**src/rtl/asc_pkg.sv**
```systemverilog
/*
 * asc_pkg: register map, field positions, reset values and carrier types
 * for the serial port control and enable block.
 * assumes: 8-bit register port, byte offsets as printed, one clock domain.
 */
// Contract
// - alternative control registers at 0x1, 0x2; access only with alternate map set
// - alt enable bit 7 gates edge seen flag onto interrupt
// - alt enable bit 1 gates bit mismatch flag onto interrupt
// - alt enable bit 0 gates break seen flag onto interrupt
// - mismatch mode 00 off, 01 sample tick 9, 10 tick 13, 11 reserved
// - alt error control bit 0 switches break detector on
// - main control two at 0x3, readable and writable any time
// - bit 7 lets transmit holding empty raise interrupt
// - bit 6 lets transmission done raise interrupt
// - bit 5 lets receive full or overrun raise interrupt
// - bit 4 lets idle line raise interrupt
// - bit 3 turns transmitter on and takes the transmit pin
// - raising the transmitter enable queues one idle preamble
// - bit 2 turns receiver on
// - bit 1 puts receiver in standby, blocks its interrupts, hardware clears; edge seen and break seen flags still raise interrupt here
// - a short pulse on send break sends exactly one break character
// - send break held high sends whole break characters back to back
// - edge seen on active receive edge per polarity, write one clears
// - mismatch flag when sampled receive differs from sent bit, write one clears
// - break seen flag on received break when detector on, write one clears
// - frame length bit picks eight or nine data bits, sets break length
package asc_pkg;

	localparam int ADDR_W = 8;
	localparam int DATA_W = 8;

	localparam logic [7:0] OFS_ALT_STATUS = 8'h00;
	localparam logic [7:0] OFS_ALT_IRQ_EN = 8'h01;
	localparam logic [7:0] OFS_ALT_ERR_CTRL = 8'h02;
	localparam logic [7:0] OFS_MAIN_CTRL2 = 8'h03;
	localparam logic [7:0] OFS_LINE_OPTIONS = 8'h08;

	// alternative status bits
	localparam int BIT_EDGE_FLAG = 7;
	localparam int BIT_MISMATCH_VAL = 2;
	localparam int BIT_MISMATCH_FLAG = 1;
	localparam int BIT_BREAK_FLAG = 0;
	// alternative enable bits
	localparam int BIT_EDGE_IE = 7;
	localparam int BIT_MISMATCH_IE = 1;
	localparam int BIT_BREAK_IE = 0;
	// alternative error control
	localparam int BIT_MODE_HI = 2;
	localparam int BIT_MODE_LO = 1;
	localparam int BIT_BREAK_DET_ON = 0;
	// line options
	localparam int BIT_NINE_BITS = 0;
	localparam int BIT_LONG_BREAK = 1;
	localparam int BIT_RX_POL = 2;
	localparam int BIT_ALT_MAP = 3;

	localparam logic [7:0] RST_ALT_IRQ_EN = 8'h00;
	localparam logic [7:0] RST_ALT_ERR_CTRL = 8'h00;
	localparam logic [7:0] RST_LINE_OPTIONS = 8'h00;

	localparam logic [1:0] MODE_OFF = 2'h0;
	localparam logic [1:0] MODE_TICK9 = 2'h1;
	localparam logic [1:0] MODE_TICK13 = 2'h2;

	localparam logic [3:0] TICK_LAST = 4'hF;
	localparam logic [3:0] TICK_NINTH = 4'h8;
	localparam logic [3:0] TICK_THIRTEENTH = 4'hC;
	localparam logic [3:0] FRAME_BITS_SHORT = 4'hA;
	localparam logic [3:0] LONG_BREAK_EXTRA = 4'h3;
	localparam logic [7:0] TICKS_PER_BIT = 8'h10;

	typedef struct packed {
		logic tx_empty_irq_enable;
		logic tx_done_irq_enable;
		logic rx_full_irq_enable;
		logic line_idle_irq_enable;
		logic transmitter_on;
		logic receiver_on;
		logic receiver_standby;
		logic send_break_request;
	} asc_ctrl2_s;

	localparam asc_ctrl2_s RST_MAIN_CTRL2 = 8'h00;

	typedef struct packed {
		logic tx_holding_empty_flag;
		logic tx_done_flag;
		logic rx_holding_full_flag;
		logic overrun_flag;
		logic line_idle_flag;
	} asc_flags_s;

	typedef enum logic [2:0] {
		ASC_IDLE = 3'b001,
		ASC_PREAMBLE = 3'b010,
		ASC_BREAK = 3'b100
	} asc_tx_state_e;

endpackage : asc_pkg

```
**src/rtl/asc_control.sv**
```systemverilog
/*
 * asc_control: control and interrupt enable registers of the serial port,
 * idle preamble and break generation, receive edge, bit mismatch and break
 * detection, and the combined interrupt request.
 * assumes: receive status flags come from logic on clk_i; sample_tick_i is
 * a one-cycle pulse at sixteen times the bit rate; the data shifter drives
 * tx_data_i and holds off while line_busy_o is high.
 */
// Our own choice: strobed register access.
`timescale 1ns/100ps
module asc_control (
	input wire logic clk_i,
	input wire logic rst_i,
	input wire logic [asc_pkg::ADDR_W-1:0] addr_i,
	input wire logic [asc_pkg::DATA_W-1:0] wdata_i,
	input wire logic wr_i,
	input wire logic rd_i,
	output logic [asc_pkg::DATA_W-1:0] rdata_o,
	input wire asc_pkg::asc_flags_s flags_i,
	input wire logic wakeup_i,
	input wire logic sample_tick_i,
	input wire logic tx_active_i,
	input wire logic tx_data_i,
	input wire logic rx_pin_i,
	output logic txd_o,
	output logic txd_oe_n_o,
	output logic line_busy_o,
	output logic bit_strobe_o,
	output logic transmitter_on_o,
	output logic receiver_on_o,
	output logic receiver_standby_o,
	output logic irq_o
);

	logic [7:0] alt_interrupt_enable_reg;
	logic [7:0] alt_error_control_reg;
	logic [7:0] line_options_reg;
	asc_pkg::asc_ctrl2_s main_control_two_reg;
	logic edge_seen_flag_reg;
	logic bit_mismatch_flag_reg;
	logic mismatch_value_reg;
	logic break_seen_flag_reg;
	logic [2:0] rx_sync_reg;
	logic rx_filt_reg;
	logic rx_prev_reg;
	logic [3:0] tick_reg;
	logic [3:0] bit_cnt_reg;
	logic break_pend_reg;
	logic preamble_pend_reg;
	logic [7:0] low_ticks_reg;
	logic [3:0] low_bits_reg;
	logic break_armed_reg;
	asc_pkg::asc_tx_state_e state_reg;
	asc_pkg::asc_tx_state_e state_next;

	logic alt_map;
	logic wr_alt;
	logic bit_end;
	logic [3:0] frame_bits;
	logic [3:0] break_bits;
	logic rx_norm;
	logic edge_set;
	logic mismatch_set;
	logic break_set;
	logic sample_now;
	logic sending;
	logic any_irq;

	assign alt_map = line_options_reg[asc_pkg::BIT_ALT_MAP];
	assign wr_alt = wr_i && alt_map;
	assign bit_end = sample_tick_i && (tick_reg == asc_pkg::TICK_LAST);
	assign frame_bits = asc_pkg::FRAME_BITS_SHORT
		+ {3'h0, line_options_reg[asc_pkg::BIT_NINE_BITS]};
	assign break_bits = line_options_reg[asc_pkg::BIT_LONG_BREAK]
		? frame_bits + asc_pkg::LONG_BREAK_EXTRA : frame_bits;
	// normalised so that the idle level is always high
	assign rx_norm = rx_filt_reg ^ line_options_reg[asc_pkg::BIT_RX_POL];

	// register writes
	always_ff @(posedge clk_i or posedge rst_i) begin
		if (rst_i) begin
			alt_interrupt_enable_reg <= asc_pkg::RST_ALT_IRQ_EN;
			alt_error_control_reg <= asc_pkg::RST_ALT_ERR_CTRL;
			line_options_reg <= asc_pkg::RST_LINE_OPTIONS;
		end else begin
			if (wr_alt && addr_i == asc_pkg::OFS_ALT_IRQ_EN) begin
				alt_interrupt_enable_reg <= wdata_i;
			end
			if (wr_alt && addr_i == asc_pkg::OFS_ALT_ERR_CTRL) begin
				alt_error_control_reg <= wdata_i;
			end
			if (wr_i && addr_i == asc_pkg::OFS_LINE_OPTIONS) begin
				line_options_reg <= wdata_i;
			end
		end
	end

	// standby: the wakeup pulse wins over a software write in the same cycle
	always_ff @(posedge clk_i or posedge rst_i) begin
		if (rst_i) begin
			main_control_two_reg <= asc_pkg::RST_MAIN_CTRL2;
		end else begin
			if (wr_i && addr_i == asc_pkg::OFS_MAIN_CTRL2) begin
				main_control_two_reg <= wdata_i;
			end
			if (wakeup_i) begin
				main_control_two_reg.receiver_standby <= 1'b0;
			end
		end
	end

	// receive pin: three flops, a change counts once stages two and three agree
	always_ff @(posedge clk_i or posedge rst_i) begin
		if (rst_i) begin
			rx_sync_reg <= 3'h7;
			rx_filt_reg <= 1'b1;
			rx_prev_reg <= 1'b1;
		end else begin
			rx_sync_reg <= {rx_sync_reg[1:0], rx_pin_i};
			if (rx_sync_reg[1] == rx_sync_reg[2]) begin
				rx_filt_reg <= rx_sync_reg[2];
			end
			rx_prev_reg <= rx_filt_reg;
		end
	end

	// judged on the pin level, so a polarity change alone flags nothing
	assign edge_set = (rx_prev_reg != rx_filt_reg)
		&& (rx_filt_reg == line_options_reg[asc_pkg::BIT_RX_POL]);

	// bit tick phase, shared with the data shifter through bit_strobe_o
	always_ff @(posedge clk_i or posedge rst_i) begin
		if (rst_i) begin
			tick_reg <= 4'h0;
			bit_strobe_o <= 1'b0;
		end else begin
			if (sample_tick_i) begin
				tick_reg <= tick_reg + 4'h1;
			end
			bit_strobe_o <= bit_end;
		end
	end

	// break and preamble requests are latched so a short pulse is not missed
	always_ff @(posedge clk_i or posedge rst_i) begin
		if (rst_i) begin
			break_pend_reg <= 1'b0;
			preamble_pend_reg <= 1'b0;
		end else begin
			if (state_reg == asc_pkg::ASC_BREAK) begin
				break_pend_reg <= 1'b0;
			end
			if (wr_i && addr_i == asc_pkg::OFS_MAIN_CTRL2 && wdata_i[0]) begin
				break_pend_reg <= 1'b1;
			end
			if (!main_control_two_reg.transmitter_on) begin
				preamble_pend_reg <= 1'b0;
			end else if (state_reg == asc_pkg::ASC_PREAMBLE) begin
				preamble_pend_reg <= 1'b0;
			end
			if (wr_i && addr_i == asc_pkg::OFS_MAIN_CTRL2 && wdata_i[3]
				&& !main_control_two_reg.transmitter_on) begin
				preamble_pend_reg <= 1'b1;
			end
		end
	end

	// break and preamble sequencer, switching on bit boundaries, or to idle at once when the transmitter goes off
	always_comb begin
		state_next = state_reg;
		unique case (state_reg)
			asc_pkg::ASC_IDLE: begin
				if (bit_end && !tx_active_i) begin
					if (break_pend_reg || main_control_two_reg.send_break_request) begin
						state_next = asc_pkg::ASC_BREAK;
					end else if (preamble_pend_reg) begin
						state_next = asc_pkg::ASC_PREAMBLE;
					end
				end
			end
			asc_pkg::ASC_PREAMBLE: begin
				if (bit_end && bit_cnt_reg == frame_bits - 4'h1) begin
					state_next = asc_pkg::ASC_IDLE;
				end
			end
			asc_pkg::ASC_BREAK: begin
				if (bit_end && bit_cnt_reg == break_bits - 4'h1
					&& !main_control_two_reg.send_break_request) begin
					state_next = preamble_pend_reg ? asc_pkg::ASC_PREAMBLE
						: asc_pkg::ASC_IDLE;
				end
			end
			default: begin
				state_next = asc_pkg::ASC_IDLE;
			end
		endcase
		if (!main_control_two_reg.transmitter_on) begin
			state_next = asc_pkg::ASC_IDLE;
		end
	end

	always_ff @(posedge clk_i or posedge rst_i) begin
		if (rst_i) begin
			state_reg <= asc_pkg::ASC_IDLE;
			bit_cnt_reg <= 4'h0;
		end else begin
			state_reg <= state_next;
			if (state_next != state_reg) begin
				bit_cnt_reg <= 4'h0;
			end else if (bit_end && state_reg == asc_pkg::ASC_BREAK
				&& bit_cnt_reg == break_bits - 4'h1) begin
				bit_cnt_reg <= 4'h0;
			end else if (bit_end) begin
				bit_cnt_reg <= bit_cnt_reg + 4'h1;
			end
		end
	end

	// transmit pin; released while the transmitter is off
	always_ff @(posedge clk_i or posedge rst_i) begin
		if (rst_i) begin
			txd_o <= 1'b1;
			txd_oe_n_o <= 1'b1;
			line_busy_o <= 1'b0;
		end else begin
			txd_oe_n_o <= !main_control_two_reg.transmitter_on;
			line_busy_o <= state_next != asc_pkg::ASC_IDLE;
			unique case (state_next)
				asc_pkg::ASC_BREAK: txd_o <= 1'b0;
				asc_pkg::ASC_PREAMBLE: txd_o <= 1'b1;
				default: txd_o <= tx_active_i ? tx_data_i : 1'b1;
			endcase
		end
	end

	// mismatch check: sample point chosen by mode, reserved code checks nothing
	always_comb begin
		unique case (alt_error_control_reg[asc_pkg::BIT_MODE_HI:asc_pkg::BIT_MODE_LO])
			asc_pkg::MODE_TICK9: sample_now = tick_reg == asc_pkg::TICK_NINTH;
			asc_pkg::MODE_TICK13: sample_now = tick_reg == asc_pkg::TICK_THIRTEENTH;
			default: sample_now = 1'b0;
		endcase
	end

	assign sending = main_control_two_reg.transmitter_on && !txd_oe_n_o
		&& (state_reg != asc_pkg::ASC_IDLE || tx_active_i);
	assign mismatch_set = sending && sample_tick_i && sample_now
		&& (rx_filt_reg != txd_o);

	// received break: a whole frame of low bits, flagged once per low stretch
	always_ff @(posedge clk_i or posedge rst_i) begin
		if (rst_i) begin
			low_ticks_reg <= 8'h00;
			low_bits_reg <= 4'h0;
			break_armed_reg <= 1'b1;
		end else begin
			if (rx_norm) begin
				low_ticks_reg <= 8'h00;
				low_bits_reg <= 4'h0;
				break_armed_reg <= 1'b1;
			end else if (sample_tick_i) begin
				if (low_ticks_reg == asc_pkg::TICKS_PER_BIT - 8'h01) begin
					low_ticks_reg <= 8'h00;
					if (low_bits_reg != frame_bits) begin
						low_bits_reg <= low_bits_reg + 4'h1;
					end
				end else begin
					low_ticks_reg <= low_ticks_reg + 8'h01;
				end
			end
			if (break_set) begin
				break_armed_reg <= 1'b0;
			end
		end
	end

	assign break_set = alt_error_control_reg[asc_pkg::BIT_BREAK_DET_ON]
		&& break_armed_reg && !rx_norm && low_bits_reg == frame_bits;

	// sticky flags: a set in the clearing cycle wins
	always_ff @(posedge clk_i or posedge rst_i) begin
		if (rst_i) begin
			edge_seen_flag_reg <= 1'b0;
			bit_mismatch_flag_reg <= 1'b0;
			mismatch_value_reg <= 1'b0;
			break_seen_flag_reg <= 1'b0;
		end else begin
			if (wr_alt && addr_i == asc_pkg::OFS_ALT_STATUS) begin
				if (wdata_i[asc_pkg::BIT_EDGE_FLAG]) begin
					edge_seen_flag_reg <= 1'b0;
				end
				if (wdata_i[asc_pkg::BIT_MISMATCH_FLAG]) begin
					bit_mismatch_flag_reg <= 1'b0;
				end
				if (wdata_i[asc_pkg::BIT_BREAK_FLAG]) begin
					break_seen_flag_reg <= 1'b0;
				end
			end
			if (edge_set) begin
				edge_seen_flag_reg <= 1'b1;
			end
			if (mismatch_set) begin
				bit_mismatch_flag_reg <= 1'b1;
				mismatch_value_reg <= rx_filt_reg;
			end
			if (break_set) begin
				break_seen_flag_reg <= 1'b1;
			end
		end
	end

	// standby silences only the receive full, overrun and idle line sources
	always_comb begin
		any_irq = 1'b0;
		if (alt_interrupt_enable_reg[asc_pkg::BIT_EDGE_IE] && edge_seen_flag_reg) begin
			any_irq = 1'b1;
		end
		if (alt_interrupt_enable_reg[asc_pkg::BIT_MISMATCH_IE]
			&& bit_mismatch_flag_reg) begin
			any_irq = 1'b1;
		end
		if (alt_interrupt_enable_reg[asc_pkg::BIT_BREAK_IE] && break_seen_flag_reg) begin
			any_irq = 1'b1;
		end
		if (main_control_two_reg.tx_empty_irq_enable
			&& flags_i.tx_holding_empty_flag) begin
			any_irq = 1'b1;
		end
		if (main_control_two_reg.tx_done_irq_enable && flags_i.tx_done_flag) begin
			any_irq = 1'b1;
		end
		if (main_control_two_reg.rx_full_irq_enable
			&& !main_control_two_reg.receiver_standby
			&& (flags_i.rx_holding_full_flag || flags_i.overrun_flag)) begin
			any_irq = 1'b1;
		end
		if (main_control_two_reg.line_idle_irq_enable
			&& !main_control_two_reg.receiver_standby
			&& flags_i.line_idle_flag) begin
			any_irq = 1'b1;
		end
	end

	always_ff @(posedge clk_i or posedge rst_i) begin
		if (rst_i) begin
			irq_o <= 1'b0;
			transmitter_on_o <= 1'b0;
			receiver_on_o <= 1'b0;
			receiver_standby_o <= 1'b0;
		end else begin
			irq_o <= any_irq;
			transmitter_on_o <= main_control_two_reg.transmitter_on;
			receiver_on_o <= main_control_two_reg.receiver_on;
			receiver_standby_o <= main_control_two_reg.receiver_standby;
		end
	end

	// read port: data in the cycle after the strobe, alternative map gated
	always_ff @(posedge clk_i or posedge rst_i) begin
		if (rst_i) begin
			rdata_o <= 8'h00;
		end else if (rd_i) begin
			unique case (addr_i)
				asc_pkg::OFS_ALT_STATUS: rdata_o <= alt_map ? {edge_seen_flag_reg,
					4'h0, mismatch_value_reg, bit_mismatch_flag_reg,
					break_seen_flag_reg} : 8'h00;
				asc_pkg::OFS_ALT_IRQ_EN: rdata_o <= alt_map
					? (alt_interrupt_enable_reg & 8'h83) : 8'h00;
				asc_pkg::OFS_ALT_ERR_CTRL: rdata_o <= alt_map
					? (alt_error_control_reg & 8'h07) : 8'h00;
				asc_pkg::OFS_MAIN_CTRL2: rdata_o <= main_control_two_reg;
				asc_pkg::OFS_LINE_OPTIONS: rdata_o <= line_options_reg & 8'h0F;
				default: rdata_o <= 8'h00;
			endcase
		end else begin
			rdata_o <= 8'h00;
		end
	end

endmodule : asc_control

```
**config.mk**
```make
export PLATFORM = sky130hd
export DESIGN_NAME = asc_control
export DESIGN_NICKNAME = d
export VERILOG_FILES = /design/src/rtl/asc_pkg.sv /design/src/rtl/asc_control.sv
export SDC_FILE = /design/constraint.sdc
export NUM_CORES = 1
export LEC_CHECK = 0
export ABC_AREA = 0
export BUFFER_PORTS_ARGS = -buffer_cell sky130_fd_sc_hd__buf_4
export CORE_MARGIN = 4
export CORE_UTILIZATION = 30
export DETAILED_ROUTE_END_ITERATION = 12
export PLACE_DENSITY = 0.56
export SYNTH_ARGS = -nofsm -noshare
export SYNTH_HDL_FRONTEND = slang
export SYNTH_SLANG_ARGS = --single-unit
```
**constraint.sdc**
```tcl
create_clock -name clk_i -period 3.1 [get_ports clk_i]
set_input_delay 0.31 -clock clk_i [delete_from_list [all_inputs] [get_ports clk_i]]
set_output_delay 0.31 -clock clk_i [all_outputs]
set_load 0.02 [all_outputs]
```
==> impl_metrics.csv <==
group,metric,value,unit
clocking,clkSinkCount,69,
grt,grt_max_degree,26,
setup_path,r2r-start,"line_options_reg[0]",
route,drtAntennaViolNets,0,
clocking,cts_tree,"done",
clocking,worstSkewPairLatency,340,ps
clocking,ctsHoldBuffers,0,
grt,grt_pass1_wl,11.7,mm
setup_path,path_class,"flip-flop to flip-flop",
yosys,synth_top_area_cell,"dfrtp_1",
die,die_width,113,um
setup_path,path_delay_family,"compound AO/OA/AOI/OAI gates",
place,gp_congestion,0.833,
yosys,netlist.area_leader.share,0.453,
setup_path,rr_worst_depth,8,
clocking,clk_pin_slew,70,ps
power_and_ir_drop,power.total,2.15,mW
route,via_per_inst,4.86,
final_layout,fillers,1074,
final_layout,regArea,1740,um2
yosys,async_flop_share,1.00,
place,dp.cells,469,
final_layout,antenna_cells,0,
grt,grt.overflow.total,0,
setup_path,required,3340,ps
yosys,syn_inst,291,
timing,min_period_over_period,0.808,
setup_path,crit_buf_inv,1,
yosys,synth_flop_cell,"dfrtp_1",
yosys,synth_edf_count,0,
setup_path,start_kind,"flip-flop",
die,row_count,38,
clocking,post_cts_buffers,0,
timing,fmax,399,MHz
job,drv_cap,0,
yosys,synth_area,3320,um2
setup_path,crit_chain,"inv_1 > ha_1 > a21boi_0 > a2111o_1 > a22oi_1 > a31oi_2 > xor2_1 > nor4_1",
yosys,ys_warn_count,0,
place,port_buffers,45,
setup_path,cpPeakStageDelay,490,ps
power_and_ir_drop,power.density,540,nW/um2
final_layout,final_cell_area,3990,um2
die,ios,46,
timing,hold_violations,0,
final_layout,final_nets,378,
clocking,clock_path_buffers,2,
yosys,ys_ff_latch,69,
yosys,seq_area_frac_synth,0.524,
die,dieHeight,113,um
route,drt-total-wl,6.94,mm
final_layout,syn2layout_area_growth,20.3,%
timing,worst_pin_slew,637,ps
setup_path,critPathArrivalTime,2750,ps
place,dp.final_hpwl,5.26,mm
die,core-area,10800,um2
place,pre_cts_ws,624,ps
place,placed_area,3800,um2
timing,min_period,2500,ps
final_layout,multi_input_area,1480,um2
timing,timing.setup.tns,0,ps
yosys,synth_cell_types,62,
outcome,status,"finished, final reports clean",
yosys,syn_avg_cell_area,11.4,um2
clocking,ctsHtreeMaxLevel,3,
setup_path,r2r-end,"bit_cnt_reg[3]",
timing,slew_violations,0,
power_and_ir_drop,leakage,1.82,nW
yosys,syn_nets,329,
timing,setup_slack,595,ps
setup_path,r2r_slack,600,ps
timing,rsz0062_at_grt,"no",
yosys,synth_common_cells,"dfrtp_1 (60), nor2_1 (21), nand2_1 (19)",
setup_path,slowest_stage,"a2111o_1",
timing,finalClockSkew,5.80,ps
power_and_ir_drop,peakVddDrop,0.164,mV
route,drcViolationCount,0,
min_path,hold_class,"input pin to async pin",
clocking,cts_root_buf,"clkbuf_8",
route,first_pass_iters,4,
setup_path,critPathCaptureType,"flip-flop",
grt,grt_use_total,0.115,
route,routedWlPerCell,14.3,um
die,start_util,0.306,
clocking,cts_resized,0,
timing,slew-limit-headroom,0.569,
yosys,synth.area.top_cells,"dfrtp_1 (45%), dfstp_2 (7.1%), mux2_2 (5.1%), xor2_1 (3.7%), ha_1 (3.0%)",
setup_path,critPathMaxFanout,7,
die,dieArea,12800,um2
final_layout,fin_cells,485,
yosys,post-synth-top-count-cell,"dfrtp_1",
clocking,numCtsBuffers,9,
grt,antenna_found_initial,0,
grt,first_global_vias,2406,
final_layout,drive_above_1_share,0.296,
route,drt_iter0_markers,92,
route,vias,2359,
timing,setup_viol,0,
## kinds of logic after synthesis
kind of cell / share of synthesized area
compound gates: 0.114
xor+xnor: 0.0555
fa+ha+maj: 0.0332
buf+inv: 0.0298
flops: 0.524
mux: 0.0826
simple gates: 0.161
## per-stage QoR
stage / hold slack (ps) / util
final: 7.17 / 0.368
after CTS: 20.1 / 0.368
after global routing: 42.7 / 0.368
after floorplan: 314 / -
after global placement: 347 / 0.351
after detailed placement: 348 / 0.351
## how the worst max path moves through the flow
| stage | start | to | slack (ps) | cells past startpoint |
|---|---|---|---|---|
| final | line_options_reg[0] | bit_cnt_reg[3] | 600 | 8 |
| after global routing | line_options_reg[0] | bit_cnt_reg[3] | 340 | 8 |
| after CTS | line_options_reg[0] | bit_cnt_reg[3] | 610 | 8 |
| after detailed placement | line_options_reg[0] | bit_cnt_reg[3] | 620 | 8 |
| after global placement | line_options_reg[0] | bit_cnt_reg[3] | 660 | 8 |
| after floorplan | line_options_reg[0] | bit_cnt_reg[2] | 890 | 8 |
## area by class of cell
class	count	share of cell area
tap	140	0.0439
timing repair buffer	48	0.0904
multi-input combinational	199	0.371
clock inverter	5	0.00879
inverter	13	0.0122
sequential	69	0.436
clock buffer	11	0.0380
## metal layers
layer	vias up	GRT usage	part of all wire
met5	-	0	0
met4	0	0.0553	0.022
met3	11	0.0257	0.043
met2	49	0.181	0.47
met1	1160	0.149	0.46
li1	1139	-	-
## where the power goes
part / internal [mW] / switching [mW]
registers: 0.995 / 0.106
clock network: 0.332 / 0.352
logic: 0.181 / 0.186
## cell usage in the layout, fill, tap and decap left out, types with 6 or more instances in the layout
cell type	Yosys	routed
clkbuf_8	0	11
nor2_1	21	21
ha_1	8	8
mux2_2	15	15
nor3_1	9	9
nand2_1	19	19
dfstp_2	9	9
dfrtp_1	60	60
o21ai_0	6	6
inv_1	13	12
buf_4	1	48
xnor2_1	7	7
xor2_1	14	14
a21oi_1	7	7
mux2i_1	6	6
Note: power is estimated with default switching activity, not from simulation.
